<file path="src/logic/hpw_pkg.sv">
package hpw_pkg;
  // ==========================================================
  // register offsets
  localparam logic [2:0] ADDR_PWR = 3'h0;
  localparam logic [2:0] ADDR_CLK = 3'h1;
  localparam logic [2:0] ADDR_WDT = 3'h2;
  localparam logic [2:0] ADDR_PAWM = 3'h3;
  localparam logic [2:0] ADDR_STAT = 3'h4;
  // ==========================================================
  // field positions
  localparam int PWR_DEEP_BIT = 0;
  localparam int PWR_LATCH_BIT = 1;
  localparam int PWR_TB0_BIT = 4;
  localparam int PWR_PA_BIT = 7;
  localparam int CLK_SLOW_BIT = 0;
  localparam int CLK_FAST_BIT = 1;
  localparam int WDT_EN_BIT = 3;
  // ==========================================================
  // values after reset, watchdog counter width
  localparam logic [7:0] PWR_RST = 8'h00;
  localparam logic [1:0] CLK_RST = 2'h0;
  localparam logic WDT_EN_RST = 1'b1;
  localparam logic [2:0] WDT_SEL_RST = 3'h3;
  localparam int WDT_CNT_W = 19;
  // ==========================================================
  // types
  typedef enum logic [2:0] {
    PM_RUN, PM_IDLE_SLOW, PM_IDLE_BOTH, PM_IDLE_FAST, PM_SLEEP, PM_DEEP
  } hpw_mode_t;
  typedef enum logic [1:0] {ST_RUN, ST_LOW, ST_STAB} hpw_state_t;
  typedef enum logic [1:0] {WK_NONE, WK_PORTA, WK_IRQ, WK_WDT} hpw_wake_t;

  // power-of-two exponent of the watchdog division ratio
  function automatic logic [4:0] wdt_exp(input logic [2:0] sel);
    case (sel)
      3'h0: wdt_exp = 5'h08;
      3'h1: wdt_exp = 5'h0a;
      3'h2: wdt_exp = 5'h0c;
      3'h3: wdt_exp = 5'h0e;
      3'h4: wdt_exp = 5'h0f;
      3'h5: wdt_exp = 5'h10;
      3'h6: wdt_exp = 5'h11;
      default: wdt_exp = 5'h12;
    endcase
  endfunction : wdt_exp
endpackage : hpw_pkg

</file>
<file path="src/logic/hpw_ctrl.sv">
`timescale 1ns/10ps
// What this block does
// - idle slow-only: fast clock off, slow on
// - idle both: both clocks run, core stops
// - idle fast-only: fast on, slow off unless watchdog enabled
// - deep select wins: deep sleep, watchdog only
// - entry sets powered-down, clears timeout flag
// - entry clears watchdog; enable decides counting
// - idle modes hold memory, registers, pins
// - deep sleep holds pins only if latched
// - sleep/idle wake: port A, interrupt, watchdog
// - deep wake only port A or timebase0
// - powered-down flag cleared by reset, clear-watchdog
// - watchdog wake sets timeout, resets PC/SP
// - per-pin port A wake enable, falling edge
// - port A wake: next instruction, deep: zero
// - disabled or stack full: resume, stay pending
// - enabled with free stack: take interrupt
// - timebase0 deep wake restarts at zero
// - interrupts pending at entry never wake
// - wait for stopped oscillator to stabilise
// - watchdog counts slow ticks, 3-bit ratio
// - both keep bits clear: sleep, watchdog only
// - deep sleep turns regulator off by hardware
module hpw_ctrl #(
  parameter int NUM_IRQ = 8,
  parameter int TB0_IDX = 0,
  parameter int PA_W = 8
) (
  input wire logic clk_in,
  input wire logic rst_in,
  input wire logic [2:0] reg_addr_in,
  input wire logic [7:0] reg_wdata_in,
  input wire logic reg_wr_in,
  input wire logic reg_rd_in,
  output logic [7:0] reg_rdata_out,
  input wire logic halt_in,
  input wire logic clear_watchdog_instruction_in,
  input wire logic stack_full_in,
  input wire logic [NUM_IRQ-1:0] irq_req_in,
  input wire logic [NUM_IRQ-1:0] irq_en_in,
  input wire logic [PA_W-1:0] port_a_in,
  input wire logic slow_tick_in,
  input wire logic fast_osc_stable_in,
  output logic fast_clk_en_out,
  output logic slow_clk_en_out,
  output logic cpu_run_out,
  output logic ldo_on_out,
  output logic io_hold_out,
  output logic wdt_run_out,
  output logic powered_down_flag_out,
  output logic watchdog_timeout_flag_out,
  output logic [2:0] mode_out,
  output logic resume_next_out,
  output logic restart_zero_out,
  output logic irq_entry_out,
  output logic pc_sp_reset_out,
  output logic wdt_reset_out
);

  // ==========================================================
  // parameter check
  if (NUM_IRQ < 1 || TB0_IDX < 0 || TB0_IDX >= NUM_IRQ || PA_W < 1 || PA_W > 8) begin : g_bad_param
    $error("hpw_ctrl: bad interrupt count, timebase index or port A width");
  end

  // ==========================================================
  // state
  hpw_pkg::hpw_state_t state_q;
  hpw_pkg::hpw_mode_t mode_q, sel_mode;
  hpw_pkg::hpw_wake_t wake_q, wake_src;
  logic [7:0] pwr_q;
  logic [2:0] wdt_sel_q;
  logic [PA_W-1:0] pawm_q, pa_prev_q, pa_fall;
  logic [NUM_IRQ-1:0] pre_irq_q, irq_wake_q, irq_new, irq_wake;
  logic [hpw_pkg::WDT_CNT_W-1:0] wdt_cnt_q, wdt_lim;
  logic fast_keep_q, slow_keep_q, wdt_en_q, pdf_q, tmo_q;
  logic wdt_ovf, halt_take, is_low, is_deep, fast_stopped, stab_done;

  assign halt_take = (state_q == hpw_pkg::ST_RUN) && halt_in;
  assign is_low = (state_q == hpw_pkg::ST_LOW);
  assign is_deep = (mode_q == hpw_pkg::PM_DEEP);

  // ==========================================================
  // mode decode
  always_comb begin
    if (pwr_q[hpw_pkg::PWR_DEEP_BIT]) begin
      sel_mode = hpw_pkg::PM_DEEP;
    end else begin
      case ({fast_keep_q, slow_keep_q})
        2'b01: sel_mode = hpw_pkg::PM_IDLE_SLOW;
        2'b11: sel_mode = hpw_pkg::PM_IDLE_BOTH;
        2'b10: sel_mode = hpw_pkg::PM_IDLE_FAST;
        default: sel_mode = hpw_pkg::PM_SLEEP;
      endcase
    end
  end

  // fast oscillator is off in these modes and must restart on wake
  assign fast_stopped = (mode_q == hpw_pkg::PM_IDLE_SLOW) || (mode_q == hpw_pkg::PM_SLEEP) || is_deep;

  // ==========================================================
  // clock, regulator and retention controls
  assign fast_clk_en_out = !(is_low && fast_stopped);
  // watchdog enable keeps the slow oscillator alive regardless of mode
  assign slow_clk_en_out = wdt_en_q || !(is_low && (mode_q == hpw_pkg::PM_IDLE_FAST ||
                           mode_q == hpw_pkg::PM_SLEEP || is_deep));
  assign cpu_run_out = (state_q == hpw_pkg::ST_RUN);
  assign ldo_on_out = !(is_low && is_deep);
  // pin latch stays on after a deep wake until software clears it
  assign io_hold_out = pwr_q[hpw_pkg::PWR_LATCH_BIT] ||
                       ((state_q != hpw_pkg::ST_RUN) && !is_deep);
  assign wdt_run_out = wdt_en_q;
  assign powered_down_flag_out = pdf_q;
  assign watchdog_timeout_flag_out = tmo_q;
  assign mode_out = 3'(mode_q);

  // ==========================================================
  // wake sources
  assign pa_fall = pa_prev_q & ~port_a_in & pawm_q;
  assign irq_new = irq_req_in & ~pre_irq_q;
  always_comb begin
    irq_wake = irq_new;
    if (is_deep) begin
      irq_wake = '0;
      irq_wake[TB0_IDX] = irq_new[TB0_IDX];
    end
  end
  always_comb begin
    wake_src = hpw_pkg::WK_NONE;
    if (|pa_fall) begin
      wake_src = hpw_pkg::WK_PORTA;
    end else if (|irq_wake) begin
      wake_src = hpw_pkg::WK_IRQ;
    end else if (wdt_ovf && !is_deep) begin
      wake_src = hpw_pkg::WK_WDT;
    end
  end
  always_ff @(posedge clk_in) begin
    if (rst_in) begin
      pa_prev_q <= '1;
    end else begin
      pa_prev_q <= port_a_in;
    end
  end

  // ==========================================================
  // sequencer
  assign stab_done = !fast_stopped || fast_osc_stable_in;

  always_ff @(posedge clk_in) begin
    if (rst_in) begin
      state_q <= hpw_pkg::ST_RUN;
      mode_q <= hpw_pkg::PM_RUN;
      wake_q <= hpw_pkg::WK_NONE;
      pre_irq_q <= '0;
      irq_wake_q <= '0;
    end else begin
      case (state_q)
        hpw_pkg::ST_RUN: begin
          if (halt_in) begin
            state_q <= hpw_pkg::ST_LOW;
            mode_q <= sel_mode;
            pre_irq_q <= irq_req_in;
          end
        end
        hpw_pkg::ST_LOW: begin
          if (wake_src != hpw_pkg::WK_NONE) begin
            state_q <= hpw_pkg::ST_STAB;
            wake_q <= wake_src;
            irq_wake_q <= irq_wake;
          end
        end
        hpw_pkg::ST_STAB: begin
          if (stab_done) begin
            state_q <= hpw_pkg::ST_RUN;
            mode_q <= hpw_pkg::PM_RUN;
            wake_q <= hpw_pkg::WK_NONE;
          end
        end
        default: begin
          state_q <= hpw_pkg::ST_RUN;
          mode_q <= hpw_pkg::PM_RUN;
        end
      endcase
    end
  end

  // ==========================================================
  // resume actions, one-cycle pulses as normal operation returns
  always_ff @(posedge clk_in) begin
    if (rst_in) begin
      resume_next_out <= 1'b0;
      restart_zero_out <= 1'b0;
      irq_entry_out <= 1'b0;
      pc_sp_reset_out <= 1'b0;
    end else begin
      resume_next_out <= 1'b0;
      restart_zero_out <= 1'b0;
      irq_entry_out <= 1'b0;
      pc_sp_reset_out <= 1'b0;
      if (state_q == hpw_pkg::ST_STAB && stab_done) begin
        case (wake_q)
          hpw_pkg::WK_PORTA: begin
            restart_zero_out <= is_deep;
            resume_next_out <= !is_deep;
          end
          hpw_pkg::WK_IRQ: begin
            if (is_deep) begin
              restart_zero_out <= 1'b1;
            end else if ((|(irq_wake_q & irq_en_in)) && !stack_full_in) begin
              irq_entry_out <= 1'b1;
            end else begin
              resume_next_out <= 1'b1;
            end
          end
          hpw_pkg::WK_WDT: pc_sp_reset_out <= 1'b1;
          default: resume_next_out <= 1'b0;
        endcase
      end
    end
  end

  // ==========================================================
  // watchdog counter on slow oscillator ticks
  assign wdt_lim = (19'h00001 << hpw_pkg::wdt_exp(wdt_sel_q)) - 19'h00001;
  assign wdt_ovf = wdt_en_q && slow_tick_in && (wdt_cnt_q == wdt_lim);

  always_ff @(posedge clk_in) begin
    if (rst_in) begin
      wdt_cnt_q <= '0;
    end else if (halt_take || clear_watchdog_instruction_in || wdt_ovf) begin
      wdt_cnt_q <= '0;
    end else if (wdt_en_q && slow_tick_in) begin
      wdt_cnt_q <= wdt_cnt_q + 19'h00001;
    end
  end

  // overflow while running is a full device reset request
  always_ff @(posedge clk_in) begin
    if (rst_in) begin
      wdt_reset_out <= 1'b0;
    end else begin
      wdt_reset_out <= wdt_ovf && (state_q == hpw_pkg::ST_RUN);
    end
  end

  // ==========================================================
  // status flags, set wins over clear
  always_ff @(posedge clk_in) begin
    if (rst_in) begin
      pdf_q <= 1'b0;
    end else if (halt_take) begin
      pdf_q <= 1'b1;
    end else if (clear_watchdog_instruction_in) begin
      pdf_q <= 1'b0;
    end
  end
  always_ff @(posedge clk_in) begin
    if (rst_in) begin
      tmo_q <= 1'b0;
    end else if (wdt_ovf) begin
      tmo_q <= 1'b1;
    end else if (halt_take) begin
      tmo_q <= 1'b0;
    end
  end

  // ==========================================================
  // register port
  always_ff @(posedge clk_in) begin
    if (rst_in) begin
      pwr_q <= hpw_pkg::PWR_RST;
    end else begin
      if (reg_wr_in && reg_addr_in == hpw_pkg::ADDR_PWR) begin
        pwr_q[hpw_pkg::PWR_DEEP_BIT] <= reg_wdata_in[hpw_pkg::PWR_DEEP_BIT];
        pwr_q[hpw_pkg::PWR_LATCH_BIT] <= reg_wdata_in[hpw_pkg::PWR_LATCH_BIT];
        pwr_q[hpw_pkg::PWR_PA_BIT] <= reg_wdata_in[hpw_pkg::PWR_PA_BIT];
        pwr_q[hpw_pkg::PWR_TB0_BIT] <= reg_wdata_in[hpw_pkg::PWR_TB0_BIT];
      end
      if (is_low && is_deep && wake_src == hpw_pkg::WK_PORTA) begin
        pwr_q[hpw_pkg::PWR_PA_BIT] <= 1'b1;
      end
      if (is_low && is_deep && wake_src == hpw_pkg::WK_IRQ) begin
        pwr_q[hpw_pkg::PWR_TB0_BIT] <= 1'b1;
      end
    end
  end
  always_ff @(posedge clk_in) begin
    if (rst_in) begin
      fast_keep_q <= hpw_pkg::CLK_RST[hpw_pkg::CLK_FAST_BIT];
      slow_keep_q <= hpw_pkg::CLK_RST[hpw_pkg::CLK_SLOW_BIT];
    end else if (reg_wr_in && reg_addr_in == hpw_pkg::ADDR_CLK) begin
      fast_keep_q <= reg_wdata_in[hpw_pkg::CLK_FAST_BIT];
      slow_keep_q <= reg_wdata_in[hpw_pkg::CLK_SLOW_BIT];
    end
  end
  always_ff @(posedge clk_in) begin
    if (rst_in) begin
      wdt_en_q <= hpw_pkg::WDT_EN_RST;
      wdt_sel_q <= hpw_pkg::WDT_SEL_RST;
    end else if (reg_wr_in && reg_addr_in == hpw_pkg::ADDR_WDT) begin
      wdt_en_q <= reg_wdata_in[hpw_pkg::WDT_EN_BIT];
      wdt_sel_q <= reg_wdata_in[2:0];
    end
  end
  always_ff @(posedge clk_in) begin
    if (rst_in) begin
      pawm_q <= '0;
    end else if (reg_wr_in && reg_addr_in == hpw_pkg::ADDR_PAWM) begin
      pawm_q <= reg_wdata_in[PA_W-1:0];
    end
  end
  always_ff @(posedge clk_in) begin
    if (rst_in || !reg_rd_in) begin
      reg_rdata_out <= 8'h00;
    end else begin
      case (reg_addr_in)
        hpw_pkg::ADDR_PWR: reg_rdata_out <= pwr_q & 8'h93;
        hpw_pkg::ADDR_CLK: reg_rdata_out <= {6'h00, fast_keep_q, slow_keep_q};
        hpw_pkg::ADDR_WDT: reg_rdata_out <= {4'h0, wdt_en_q, wdt_sel_q};
        hpw_pkg::ADDR_PAWM: reg_rdata_out <= 8'(pawm_q);
        hpw_pkg::ADDR_STAT: reg_rdata_out <= {3'h0, 3'(mode_q), tmo_q, pdf_q};
        default: reg_rdata_out <= 8'h00;
      endcase
    end
  end

  // ==========================================================
  // checks
  mode_held_a: assert property (@(posedge clk_in) disable iff (rst_in)
    (is_low && $past(is_low)) |-> $stable(mode_q))
    else $error("mode changed while halted");
  idle_slow_a: assert property (@(posedge clk_in) disable iff (rst_in)
    (is_low && mode_q == hpw_pkg::PM_IDLE_SLOW) |->
    (!fast_clk_en_out && slow_clk_en_out && !cpu_run_out))
    else $error("idle slow-only clocks wrong");
  idle_both_a: assert property (@(posedge clk_in) disable iff (rst_in)
    (is_low && mode_q == hpw_pkg::PM_IDLE_BOTH) |->
    (fast_clk_en_out && slow_clk_en_out && !cpu_run_out))
    else $error("idle both clocks wrong");
  idle_fast_a: assert property (@(posedge clk_in) disable iff (rst_in)
    (is_low && mode_q == hpw_pkg::PM_IDLE_FAST) |->
    (fast_clk_en_out && slow_clk_en_out == wdt_en_q))
    else $error("idle fast-only clocks wrong");
  deep_off_a: assert property (@(posedge clk_in) disable iff (rst_in)
    (halt_take && pwr_q[hpw_pkg::PWR_DEEP_BIT]) |=>
    (!fast_clk_en_out && !ldo_on_out && is_deep))
    else $error("deep sleep entry wrong");
  entry_flags_a: assert property (@(posedge clk_in) disable iff (rst_in)
    (halt_take && !wdt_ovf) |=> (pdf_q && !tmo_q && wdt_cnt_q == '0))
    else $error("entry flags or watchdog not cleared");
  pdf_clear_a: assert property (@(posedge clk_in) disable iff (rst_in)
    (clear_watchdog_instruction_in && !halt_take) |=> !pdf_q)
    else $error("powered-down flag not cleared");
  deep_stay_a: assert property (@(posedge clk_in) disable iff (rst_in)
    (is_low && is_deep && !(|pa_fall) && !irq_new[TB0_IDX]) |=> is_low)
    else $error("deep sleep ended by wrong source");
  stab_wait_a: assert property (@(posedge clk_in) disable iff (rst_in)
    (state_q == hpw_pkg::ST_STAB && fast_stopped && !fast_osc_stable_in) |=>
    !cpu_run_out)
    else $error("resumed before oscillator stable");
  wdt_wake_a: assert property (@(posedge clk_in) disable iff (rst_in)
    (is_low && !is_deep && wdt_ovf && !(|pa_fall) && !(|irq_wake) &&
     !fast_stopped) |=> ##1 (pc_sp_reset_out && tmo_q && cpu_run_out))
    else $error("watchdog wake action wrong");
endmodule : hpw_ctrl

</file>
<file path="config.mk">
export PLATFORM = sky130hd
export DESIGN_NAME = hpw_ctrl
export DESIGN_NICKNAME = d
export VERILOG_FILES = /design/src/logic/hpw_pkg.sv /design/src/logic/hpw_ctrl.sv
export SDC_FILE = /design/constraint.sdc
export NUM_CORES = 1
export LEC_CHECK = 0
export BUFFER_PORTS_ARGS = -buffer_cell sky130_fd_sc_hd__clkbuf_2
export CAP_MARGIN = 20
export CORE_MARGIN = 2
export CORE_UTILIZATION = 35
export DETAILED_ROUTE_END_ITERATION = 16
export HOLD_SLACK_MARGIN = 0.08
export PLACE_DENSITY = 0.55
export SYNTH_ARGS = -nofsm -noshare
export SYNTH_HDL_FRONTEND = slang
export SYNTH_SLANG_ARGS = --single-unit
export TNS_END_PERCENT = 10
</file>
<file path="constraint.sdc">
create_clock -name clk_in -period 6.1 [get_ports clk_in]
set_input_delay 0.915 -clock clk_in [delete_from_list [all_inputs] [get_ports clk_in]]
set_output_delay 0.915 -clock clk_in [all_outputs]
set_load 0.01 [all_outputs]
</file>
# Word level (Yosys, flattened, before mapping)
# Cells that the tools add are included.
op_classes:
  n_mux: 32
  add_sub_neg: 2
  bitwise: 9
  reduce_logical: 55
  n_eq_ne: 28
  shift: 1
ops:
  columns: ["cell", "count"]
  rows:
  - ["8-bit case mux with 5 select lines", 1]
  - ["5-bit case mux with 7 select lines", 1]
  - ["8-bit bitwise AND", 4]
  - ["8-bit OR reduction", 3]
  - ["19-bit by 1-bit adder with 19-bit output, second input constant", 1]
  - ["19-bit equality test", 1]
  - ["1-bit by 5-bit left shift with 19-bit output, first input constant", 1]
  - ["19-bit by 1-bit subtractor with 19-bit output, second input constant", 1]
  - ["3-bit equality test, second input constant", 6]
  - ["3-bit case mux with 3 select lines", 2]
  - ["1-bit logical AND", 17]
  - ["8-bit inverter", 2]
  - ["3-bit by 2-bit equality test with 1-bit output, second input constant", 5]
  - ["2-bit two-way mux", 7]
  - ["2-bit nonzero test", 7]
  - ["1-bit two-way mux", 13]
  - ["2-bit equality test, second input constant", 6]
  - ["1-bit logical OR", 10]
  - ["3-bit by 1-bit equality test with 1-bit output, second input constant", 3]
  - ["3-bit two-way mux", 3]
  - ["3-bit AND reduction", 3]
  - ["2-bit by 1-bit equality test with 1-bit output, second input constant", 4]
  - ["8-bit two-way mux", 1]
  - ["1-bit zero test", 7]
  - ["11 further kinds", 18]
word_totals:
  ff_bits: 83

# Depth between registers and ports, before layout
# Gate-level depths: netlist of run 1.
logic_depth:
  depth_word: 13
  mapped_depth: 9
  ltp_nobuf: 7

# Worst setup path before layout of run 1
# OpenSTA, ideal clock, no wires.
synth_timing:
  path_type: "in2reg"
  startpoint: "input port reg_addr_in[2]"
  endpoint: "register wdt_en_q (netlist: wdt_run_out)"
  required_time_ns: 5.980
  cell_stages: 5
  setup_ns: 0.120
  path_slack_ns: 3.786
  t_arrival_ns: 2.195
  n_path_buf: 1
  path_cell_list: "clkbuf_1 nand2b_1 nor3b_1 nor2b_1 a211o_1"
synth_between:
  elab_chain_len: 2
synth_lines:
  columns: ["element", "line_no", "source"]
  rows:
  - ["from (decl)", "hpw_ctrl.sv:32", "input wire logic [2:0] reg_addr_in,"]
  - ["3-bit by 2-bit equality test with 1-bit output", "hpw_ctrl.sv:302", "end else if (reg_wr_in && reg_addr_in == hpw_pkg::ADDR_WDT) begin"]
  - ["1-bit logical AND", "hpw_ctrl.sv:302", null]
  - ["to (signal assigned)", "hpw_ctrl.sv:300", "wdt_en_q <= hpw_pkg::WDT_EN_RST;"]
  - ["to (signal assigned)", "hpw_ctrl.sv:303", "wdt_en_q <= reg_wdata_in[hpw_pkg::WDT_EN_BIT];"]
  - ["to (decl)", "hpw_ctrl.sv:77", "logic fast_keep_q, slow_keep_q, wdt_en_q, pdf_q, tmo_q;"]
# Every way passes these cells.
# A chain may end at the register's enable or synchronous reset.

# Worst setup path after layout of run 1
layout_timing:
  startpoint: "register mode_q[2] (netlist: mode_out[2])"
  endpoint: "output port ldo_on_out"
layout_between:
  elab_chain_len: 3
layout_lines:
  columns: ["element", "line_no", "source"]
  rows:
  - ["from (decl)", "hpw_ctrl.sv:70", "hpw_pkg::hpw_mode_t mode_q, sel_mode;"]
  - ["from (signal assigned)", "hpw_ctrl.sv:154", "mode_q <= hpw_pkg::PM_RUN;"]
  - ["from (signal assigned)", "hpw_ctrl.sv:163", "mode_q <= sel_mode;"]
  - ["from (signal assigned)", "hpw_ctrl.sv:177", "mode_q <= hpw_pkg::PM_RUN;"]
  - ["3-bit equality test", "hpw_ctrl.sv:82", "assign is_deep = (mode_q == hpw_pkg::PM_DEEP);"]
  - ["1-bit logical AND", "hpw_ctrl.sv:109", "assign ldo_on_out = !(is_low && is_deep);"]
  - ["1-bit zero test", "hpw_ctrl.sv:109", null]
  - ["to (decl)", "hpw_ctrl.sv:48", "output logic ldo_on_out,"]
# Every way passes these cells.

==> impl_results.md, run 1 <==
* Outcome: complete, no violations
* Pin count of the biggest net entering global routing at 36
* Worst skew pair latency at 0.36 ns
* DRT Wirelength at approximately 9 mm
* Tmin final at 2.618 ns
* Port-buffer cells at 67
* Sequential-to-total area share from yosys stat at 0.4447
* Drt pass-1 iters at 4
* Worst path most repeated cell: nand2_1
* Reg-to-reg endpoint: wdt_cnt_q[12]
* RSZ-0062 raised after global routing: no
* Crit path capture type: primary output
* Largest family of logic cells by synthesized area: simple AND/OR/NAND/NOR gates
* Simple-Gate Fraction of Synth Area at 0.2629
* Site Rows at 37
* Maximum clock path buffer count at 2
* Synth Instances at 436
* Crit path cell chain: nand2_1 > nor2_1 > nand2_1 > clkbuf_2
* Synth Register Bits at 83
* Mux share of post-synthesis cell area at 0.04421
* IO Count at 68
* Area leader, netlist: dfxtp_1
* Dpl hpwl at 6.598 mm
* Clk sink count at 83
* Die Y at 107.3 um
* Starting Density at 0.3619
* Setup Buffers After CTS at 0
* Critical Path RT at 5.18 ns
* Slowest stage delay, CP at 0.47 ns
* # DRC at 0
* Critical path startpoint: mode_out[2]
* Htree depth at 3
* Synth area leaders: dfxtp_1 44%, nand2_1 5.4%, nor2_1 4.9%, a21oi_1 4.8%, mux2i_1 3.2%
* Cell depth of the worst flop-to-flop path at 6
* Total CTS buffers at 9
* Global-route wire length before repair at 14.52 mm
* Fin nets at 550
* Mean post-synth cell area at 8.569 sq um
* Commonest non-fill, non-tap cell in the layout: dfxtp_1
* Total grt overflow at 0
* R2R setup slack at 3.79 ns
* Mapped Nets at 488
* Final core utilization at 0.4242
* ANT nets after route at 0
* Post-Synth XOR/XNOR Area at 0.04220
* Worst vdd ir at 0.1084 mV
* R2r startpoint: wdt_sel_q[2]
* Wire length per cell at about 14 um
* Max-slew violations at 0
* P&R area growth vs syn at 17.21%
* Total number of vias at 3174
* Setup violators final at 0
* Die Span X at between 100 and 150 um
* Share of layout cells above drive strength 1 at 0.1849
* Post-synth EDFFs at 0
* Worst-path fanout max at 6
* Pwr per Cell Area at 244.1 mW/mm^2
* GPL Wtd Cong at 0.8375
* Resized Gates After CTS at 0
* Max_slew headroom at 0.4168
* Commonest cells after routing, fill and taps aside: 83 x dfxtp_1, 67 x clkbuf_2, 54 x nand2_1
* CTS tree: done
* Clk_skew at 0.01161 ns
* Slowest cell on crit path: dfxtp_1
* Adder-cell share of the synthesized area at 0.02679
* Hold/Removal Path Class: reg -> reg
* DRT iter0 DRCs at 119
* Post-synth top area share at 0.4447
* Synth async-reset ratio at 0
* Core ar. at 0.01032 sq mm
* Leak pwr at 1.685 nW
* Max-Cap Viols at 0
* Hold Buf Count CTS at 0
* Final period util at 0.4292
* Worst hold stages at 2
* Data arrival, critical path at 1.70 ns
* Clk pin slew, worst setup/hold paths at around 0.08 ns
* Synth cell types at 55
* Total GRT Usage at 0.1618
* Post-Route Setup TNS at 0 ns
* Main synth FF type: dfxtp_1
* Max Clk Rate at 0.3819 GHz
* Post-synthesis compound-gate area fraction at 0.1427
* Min-Delay Endpoint: pre_irq_q[0]
* Antenna cells at 0
* Yosys warns at 0
* Vias in the first global route at ~3000
* Die ar. at ~0.012 sq mm
* Startpoint types: register
* Worst slew pin tran at ~0.87 ns
* Initial antenna violation count at 0
* Hold_sp: pre_irq_q[0]
* Final hold violations at 0
* CP Class: reg -> out
* Vias/cell at 4.967
* Area of the mapped netlist at 0.003736 sq mm
* Clock tree root driver cell: clkbuf_8
* Fill cells at between 1000 and 1500
where the power goes:
group	total [W]	internal, W	switching [W]
logic	0.0000966	0.0000414	0.0000551
registers	0.000569	0.000557	0.0000130
clock network	0.000403	0.000200	0.000203
total	0.00107	0.000798	0.000271
sequential cells by signal (all words and copies together), names as in the netlist, 3 cells and up:
signal / flops
irq_wake_q: 8
mode_out: 3
pa_prev_q: 8
pawm_q: 8
pre_irq_q: 8
pwr_q: 4
reg_rdata_out: 8
wdt_cnt_q: 19
wdt_sel_q: 3
kinds of logic after synthesis:
logic type | after synthesis
AOI/OAI and AO/OA | 81
xor gates and xnor gates | 18
adders and majority gates | 8
buffers and inverters | 34
DFF | 83
muxes | 16
and+or+nand+nor | 196
Yosys cell counts (4+ instances only):
cell type / number
nand3_1: 7
nand2b_1: 15
a21oi_1: 36
mux2i_1: 12
or2_1: 5
inv_1: 17
and2_1: 8
clkbuf_1: 11
nand2_1: 54
buf_2: 4
o21ai_1: 4
a22oi_1: 9
xnor2_1: 5
o32ai_1: 8
nor3_1: 9
xor2_1: 13
or2_2: 6
nand3b_1: 6
nand4_1: 8
ha_1: 8
nor2b_1: 7
or3_1: 6
o21ai_0: 5
nor2_1: 49
dfxtp_1: 83
cell type report:
type,instances,area [sq um],share of cell area
multi-input combinational,319,1938,0.4426
sequential,83,1662,0.3794
clock buffer,10,137.6,0.03143
timing repair buffer,68,342.8,0.07829
inverter,17,63.81,0.01457
clock inverter,6,65.06,0.01486
tap,136,170.2,0.03886
stage by stage:
stage                     setup slack [ns]  instances  power [W]  hold WS [ns]  cell area (sq um)
final                                3.482        639   0.001069        0.4521               4379
after detailed placement             3.352        623  0.0006784        0.4431               4177
after global routing                 3.324        639   0.001120        0.4705               4379
after floorplan                      3.786        436  0.0006410        0.4312               3736
after global placement               3.365        623  0.0006768        0.4374               4177
after CTS                            3.439        639   0.001084        0.4541               4379
worst max path at each step:
stage / end / slack (ns)
final: ldo_on_out / 3.48
after CTS: ldo_on_out / 3.44
after global placement: wake_q[0] / 3.36
after global routing: ldo_on_out / 3.32
after detailed placement: wdt_cnt_q[12] / 3.35
after floorplan: wdt_run_out / 3.79
worst max-delay path: cells and delay by family (launching register included):
kind                   cells  cell delay, ns
DFF                        1            0.47
and+or+nand+nor            3            0.72
buffers and inverters      1            0.16
routing by layer:
metal | vias to the layer above | track usage | part of all wire
met1 | 1468 | 0.2166 | 0.49
met2 | 58 | 0.2532 | 0.45
li1 | 1637 | - | -
met3 | 11 | 0.03935 | 0.049
met5 | - | 0 | 0
met4 | 0 | 0.05844 | 0.012
No activity file was read; power rests on OpenSTA's default activity.
==> run 2, diff against run 1 <==
Settings changed: PLACE_DENSITY 0.55 to 0.57.
Clock period 6.1 ns to 2.3 ns, I/O delays scaled along.
==> run 2 against run 1 <==
  * Die area did not move
  * Clock-buffer cell count fell by 1
  * Register-to-register slack got worse by 3.7 ns
  * Final cell count rose by 1.6%
  * Non-clock buffer count rose by 10
  * Design area rose by 2.0%
  * Sequential share of layout area fell by 0.69 points
  * Flip-flop and latch count did not move
  * Clock power rose to 2.6 times the previous value
  * Critical path type is now reg -> reg
  * Largest cell class unchanged
==> impl_results.md, run 2 (same netlist as run 1, synthesis figures left out) <==
* DRT Wirelength at 8.888 mm (was 8.772 mm)
* CTS tree: done (unchanged)
* Port-buffer cells at 67 (unchanged)
* ANT nets after route at 0 (unchanged)
* Die ar. at 0.01152 sq mm (unchanged)
* DRT iter0 DRCs at 173 (was 119)
* Commonest cells after routing, fill and taps aside: 81 x dfxtp_1, 67 x clkbuf_2, 54 x nand2_1 (was 83 x dfxtp_1, 67 x clkbuf_2, 54 x nand2_1)
* Critical Path RT at 2.52 ns (was 5.18 ns)
* Worst slew pin tran at 0.6005 ns (was 0.8729 ns)
* Max FFs per register at 19 (unchanged)
* Max-slew violations at 0 (unchanged)
* Worst-path fanout max at 10 (was 6)
* Share of layout cells above drive strength 1 at 0.2047 (was 0.1849)
* Slowest cell on crit path: or4_4 (was dfxtp_1)
* Antenna cells at 0 (unchanged)
* Leak pwr at 1.735 nW (was 1.685 nW)
* Post-DP Area at 0.004264 sq mm (was 0.004177 sq mm)
* Drt pass-1 iters at 5 (was 4)
* Hold/Removal Path Class: in -> reg (was reg -> reg)
* IO Count at 68 (unchanged)
* Max-Cap Viols at 0 (unchanged)
* Die Span X at 107.3 um (unchanged)
* Max Clk Rate at between 0.4 and 0.5 GHz
* Resized Gates After CTS at 0 (unchanged)
* Max_slew headroom at 0.5982 (was 0.4168)
* Initial antenna violation count at 0 (unchanged)
* Final core utilization at 0.4327 (was 0.4242)
* Clk pin slew, worst setup/hold paths at 0.08 ns (about the same)
* P&R area growth vs syn at 19.56% (was 17.21%)
* GPL Wtd Cong at 0.8881 (was 0.8375)
* Clk_skew at 0.01348 ns (was 0.01161 ns)
* Starting Density at 0.3619 (unchanged)
* Clock tree root driver cell: clkbuf_8 (unchanged)
* Setup violators final at 0 (unchanged)
* Top delay family on crit path: simple AND/OR/NAND/NOR gates (unchanged)
* Crit path cell chain: ha_1 > nand4b_1 > a211oi_1 > nand4_1 > or4_4 > a21oi_4 > o32ai_1 (was nand2_1 > nor2_1 > nand2_1 > clkbuf_2)
* Site Rows at 37 (unchanged)
* Total number of vias at 3207 (was 3174)
* Tmin final at 2.170 ns
* Final hold violations at 0 (unchanged)
* RSZ-0062 raised after global routing: no (unchanged)
* # DRC at 0 (unchanged)
* Core ar. at 0.01032 sq mm (unchanged)
* Data arrival, critical path at 2.39 ns (was 1.70 ns)
* Outcome: complete, no violations (unchanged)
* Pwr per Cell Area at 633.9 mW/mm^2 (was 244.1 mW/mm^2)
* Worst vdd ir at 0.3452 mV (was 0.1084 mV)
* Crit path capture type: register (was primary output)
* Global-route wire length before repair at 14.60 mm (was 14.52 mm)
* Total grt overflow at 0 (unchanged)
* Vias in the first global route at 2988 (was 3004)
* Setup Buffers After CTS at 0 (unchanged)
* Wire length per cell at 13.69 um (was 13.73 um)
* Worst skew pair latency at 0.36 ns (about the same)
* Fin nets at 560 (was 550)
* Die Y at 107.3 um (unchanged)
* Slowest stage delay, CP at 0.48 ns (was 0.47 ns)
* WP buf/inv at 0 (was 1)
* Startpoint types: register (unchanged)
* CP Class: reg -> reg (was reg -> out)
* Total CTS buffers at 9 (unchanged)
* Vias/cell at 4.941 (was 4.967)
* Pin count of the biggest net entering global routing at 26 (was 36)
* Htree depth at 3 (unchanged)
* Largest Register: wdt_cnt_q (unchanged)
* Hold Buf Count CTS at 0 (unchanged)
* Final period util at 0.9433
* Dpl hpwl at 6.710 mm (was 6.598 mm)
* Maximum clock path buffer count at 2 (unchanged)
* Post-Route Setup TNS at 0 ns (unchanged)
* Clk sink count at 83 (unchanged)
* Fin area at 0.004467 sq mm (was 0.004379 sq mm)
* Commonest non-fill, non-tap cell in the layout: dfxtp_1 (unchanged)
* Total GRT Usage at 0.1613 (was 0.1618)
[run 2: power breakdown]
part	switching (W)	internal (W)
registers	0.0000311	0.00148
logic	0.000153	0.000120
clock network	0.000545	0.000507
[run 2: final cells by class]
class	count	area (sq um)
Inverter	17	63.81
Clock buffer	9	123.9
Fill cell	1051	5857
Sequential cell	83	1664
Tap cell	136	170.2
Timing Repair Buffer	78	430.4
Clock inverter	7	76.32
Multi-Input combinational cell	319	1938
[run 2: per-stage QoR]
stage	cells	total power [W]	hold WS, ns	setup slack [ns]
finish	649	0.002831	0.1908	0.1303
global route	649	0.002957	0.1905	0.009242
CTS	649	0.002862	0.1773	0.08427
detailed placement	633	0.001811	0.4423	0.09836
global placement	633	0.001806	0.4367	0.1889
floorplan	436	0.001700	0.4312	0.3284
[run 2: layer usage]
layer  GRT usage  vias up  part of all wire
met1      0.2167     1486              0.48
met5           0        -                 0
met3     0.03632       12             0.042
met2      0.2618       52              0.46
li1            -     1657                 -
met4     0.04174        0             0.011
[run 2: path summary, 6_finish.rpt]
| check | to | from | slack (ns) | depth (start not counted) |
|---|---|---|---|---|
| setup / recovery | irq_wake_q[0] | wdt_cnt_q[1] | 0.13 | 7 |
| hold / removal | pa_prev_q[6] | port_a_in[6] | 0.19 | 2 |
| setup reg to reg | irq_wake_q[0] | wdt_cnt_q[1] | 0.13 | 7 |
| hold reg to reg | pre_irq_q[1] | pre_irq_q[1] | 0.46 | 2 |
==> run 3, diff against run 2 <==
Settings changed: ABC_AREA set to 1.
==> run 3 against run 2 <==
  * Sequential power is essentially flat
  * Flip-flop and latch count is the same
  * Critical endpoint is now io_hold_out
  * Maximum frequency grew 4.2%
  * Largest power group unchanged
  * Critical path type is now reg -> out
==> impl_results.md, run 3 <==
* Wire length per cell at 12.78 um (was 13.69 um)
* GPL Wtd Cong at 0.8476 (was 0.8881)
* Crit path capture type: primary output (was register)
* Commonest cells after routing, fill and taps aside: 93 x nand2_1, 83 x dfxtp_1, 73 x inv_1 (was 81 x dfxtp_1, 67 x clkbuf_2, 54 x nand2_1)
* Post-Route Setup TNS at 0 ns (unchanged)
* Total GRT Usage at 0.1677 (was 0.1613)
* Top cells by count, synth: 93 x nand2_1, 83 x dfxtp_1, 73 x inv_1 (was 83 x dfxtp_1, 54 x nand2_1, 49 x nor2_1)
* Htree depth at 3 (unchanged)
* Main synth FF type: dfxtp_1 (unchanged)
* Sequential-to-total area share from yosys stat at 0.4296 (was 0.4447)
* Switching share of total power at 0.2798 (was 0.2574)
* Total grt overflow at 0 (unchanged)
* Vias/cell at 4.787 (was 4.941)
* DRT iter0 DRCs at 224 (was 173)
* Synth area leaders: dfxtp_1 43%, nand2_1 9.0%, inv_1 7.1%, a21oi_1 6.1%, nand3_1 5.0% (was dfxtp_1 44%, nand2_1 5.4%, nor2_1 4.9%, a21oi_1 4.8%, mux2i_1 3.2%)
* Max FFs per register at 19 (unchanged)
* Synth Instances at 522 (was 436)
* Largest Register: wdt_cnt_q (unchanged)
* Pwr per Cell Area at 654.3 mW/mm^2 (was 633.9 mW/mm^2)
* Yosys warns at 0 (unchanged)
* CP Class: reg -> out (was reg -> reg)
* Setup violators final at 0 (unchanged)
* Clk pin slew, worst setup/hold paths at 0.09 ns (was 0.08 ns)
* Max Clk Rate at 0.4803 GHz (was 0.4609 GHz)
* Antenna cells at 0 (unchanged)
* Area of the mapped netlist at 0.003867 sq mm (was 0.003736 sq mm)
* Synth cell types at 42 (was 55)
* Combinational power share at 0.116 (was 0.096)
* Area leader, netlist: dfxtp_1 (unchanged)
* Fin area at 0.004541 sq mm (was 0.004467 sq mm)
* Vias in the first global route at 3365 (was 2988)
* Leak pwr at 1.919 nW (was 1.735 nW)
* Data arrival, critical path at 1.74 ns (was 2.39 ns)
* Pin count of the biggest net entering global routing at 43 (was 26)
* Drt pass-1 iters at 4 (was 5)
* Total CTS buffers at 9 (unchanged)
* Die Span X at 109.1 um (was 107.3 um)
* Max_slew headroom at 0.6905 (was 0.5982)
* Critical Path RT at 1.96 ns (was 2.52 ns)
* Synth async-reset ratio at 0 (unchanged)
* Outcome: complete, no violations (unchanged)
* Commonest non-fill, non-tap cell in the layout: nand2_1 (was dfxtp_1)
* Port-buffer cells at 67 (unchanged)
* Worst vdd ir at 0.2815 mV (was 0.3452 mV)
* Resized Gates After CTS at 0 (unchanged)
* Hold Buf Count CTS at 0 (unchanged)
* Tmin final at 2.082 ns (was 2.170 ns)
* Setup Buffers After CTS at 0 (unchanged)
* Clk sink count at 83 (unchanged)
* Startpoint types: register (unchanged)
* Worst-path fanout max at 12 (was 10)
* Clock tree root driver cell: clkbuf_8 (unchanged)
* Share of layout cells above drive strength 1 at 0.2064 (was 0.2047)
* Maximum clock path buffer count at 2 (unchanged)
* Site Rows at 38 (was 37)
* Die ar. at 0.01191 sq mm (was 0.01152 sq mm)
* Initial antenna violation count at 0 (unchanged)
* Sw power at 0.0008311 W (was 0.0007287 W)
* Global-route wire length before repair at 15.44 mm (was 14.60 mm)
* Die Y at 109.1 um (was 107.3 um)
* Post-synth EDFFs at 0 (unchanged)
* ANT nets after route at 0 (unchanged)
* Post-synth top area share at 0.4296 (was 0.4447)
* Synth Register Bits at 83 (unchanged)
* CTS tree: done (unchanged)
* Clock network fraction of design power at 0.369 (was 0.371)
* IO Count at 68 (unchanged)
* # DRC at 0 (unchanged)
* Top-count cell post-synth: nand2_1 (was dfxtp_1)
* Clk_skew at 0.01056 ns (was 0.01348 ns)
* Fin nets at 643 (was 560)
* P&R area growth vs syn at 17.41% (was 19.56%)
* Reg power frac at 0.514 (was 0.532)
* Power Internal at 0.002140 W (was 0.002103 W)
* Fill cells at 1122 (was 1051)
* Max-Cap Viols at 0 (unchanged)
* Worst slew pin tran at 0.4625 ns (was 0.6005 ns)
* Final period util at 0.9052 (was 0.9433)
* Hold/Removal Path Class: in -> reg (unchanged)
* Dpl hpwl at 7.121 mm (was 6.710 mm)
* Max-slew violations at 0 (unchanged)
* Mean post-synth cell area at 7.409 sq um (was 8.569 sq um)
* Final hold violations at 0 (unchanged)
* Final core utilization at 0.4207 (was 0.4327)
* Mapped Nets at 574 (was 488)
* Worst skew pair latency at 0.37 ns (was 0.36 ns)
* Core ar. at 0.01079 sq mm (was 0.01032 sq mm)
* DRT Wirelength at 9.406 mm (was 8.888 mm)
* RSZ-0062 raised after global routing: no (unchanged)
* Starting Density at 0.3583 (was 0.3619)
* Post-DP Area at 0.004333 sq mm (was 0.004264 sq mm)
* Total number of vias at 3523 (was 3207)
run 3: changes by cell type in the layout (fill, tap and decap cells not counted), sizes merged, moves of 7 or more:
cell	delta
a21oi	+14
a22oi	-8
and2	-8
inv	+64
mux2i	-11
nand2	+43
nand2b	-15
nand3	+40
nor2b	-7
nor3	+7
o21ai	+22
o32ai	-8
xor2	-9
run 3: final timing paths:
check,start,endpoint,slack [ns],depth (start not counted)
min,port_a_in[6],pa_prev_q[6],0.15,3
max,mode_out[1],io_hold_out,0.22,5
max reg2reg,mode_out[1],irq_wake_q[6],0.35,10
min reg2reg,pre_irq_q[0],pre_irq_q[0],0.46,2
run 3: critical path: stages (launching register included):
cell and delay (ns):
dfxtp_1 0.44, inv_2 0.08, nand3_2 0.27, inv_1 0.13
o21ai_0 0.25, clkbuf_2 0.19
run 3: logic make-up after synthesis:
logic type	share of synthesized area
compound gates	0.1436
mux	0.002588
simple gates	0.2786
fa+ha+maj	0.02588
flops	0.4296
xor+xnor	0.01812
buf+inv	0.1016
run 3: per-stage QoR:
step	hold slack [ns]	cells	setup slack (ns)	power, W
CTS	0.1347	736	0.2159	0.003015
global route	0.1484	736	0.09028	0.003137
detailed placement	0.4504	720	0.3388	0.001908
floorplan	0.4144	522	0.6458	0.001784
finish	0.1534	736	0.2180	0.002971
global placement	0.4337	720	0.3378	0.001899
run 3: per-layer routing:
layer | track usage | vias to the layer above | share of wire
met2 | 0.2702 | 73 | 0.45
met1 | 0.2193 | 1601 | 0.49
met4 | 0.06502 | 0 | 0.018
met3 | 0.03527 | 15 | 0.041
met5 | 0 | - | 0
li1 | - | 1834 | -
run 3: final cells by class:
class | instances | area (sq um) | area share
clock buffers | 9 | 123.9 | 0.02728
repair buffers | 73 | 380.4 | 0.08377
flip-flops and latches | 83 | 1662 | 0.3659
well taps | 140 | 175.2 | 0.03858
inverters | 80 | 302.8 | 0.06669
clock inverters | 7 | 83.83 | 0.01846
multi-input cells | 344 | 1813 | 0.3993
run 3: power by group through the flow:
stage	registers, W	logic, W	clock network, W
3_5_place_dp	0.00156	0.000346	0
6_report	0.00153	0.000345	0.00110
5_1_grt	0.00154	0.000395	0.00121
4_1_cts	0.00153	0.000348	0.00114
2_1_floorplan	0.00156	0.000228	0
3_3_place_gp	0.00156	0.000339	0
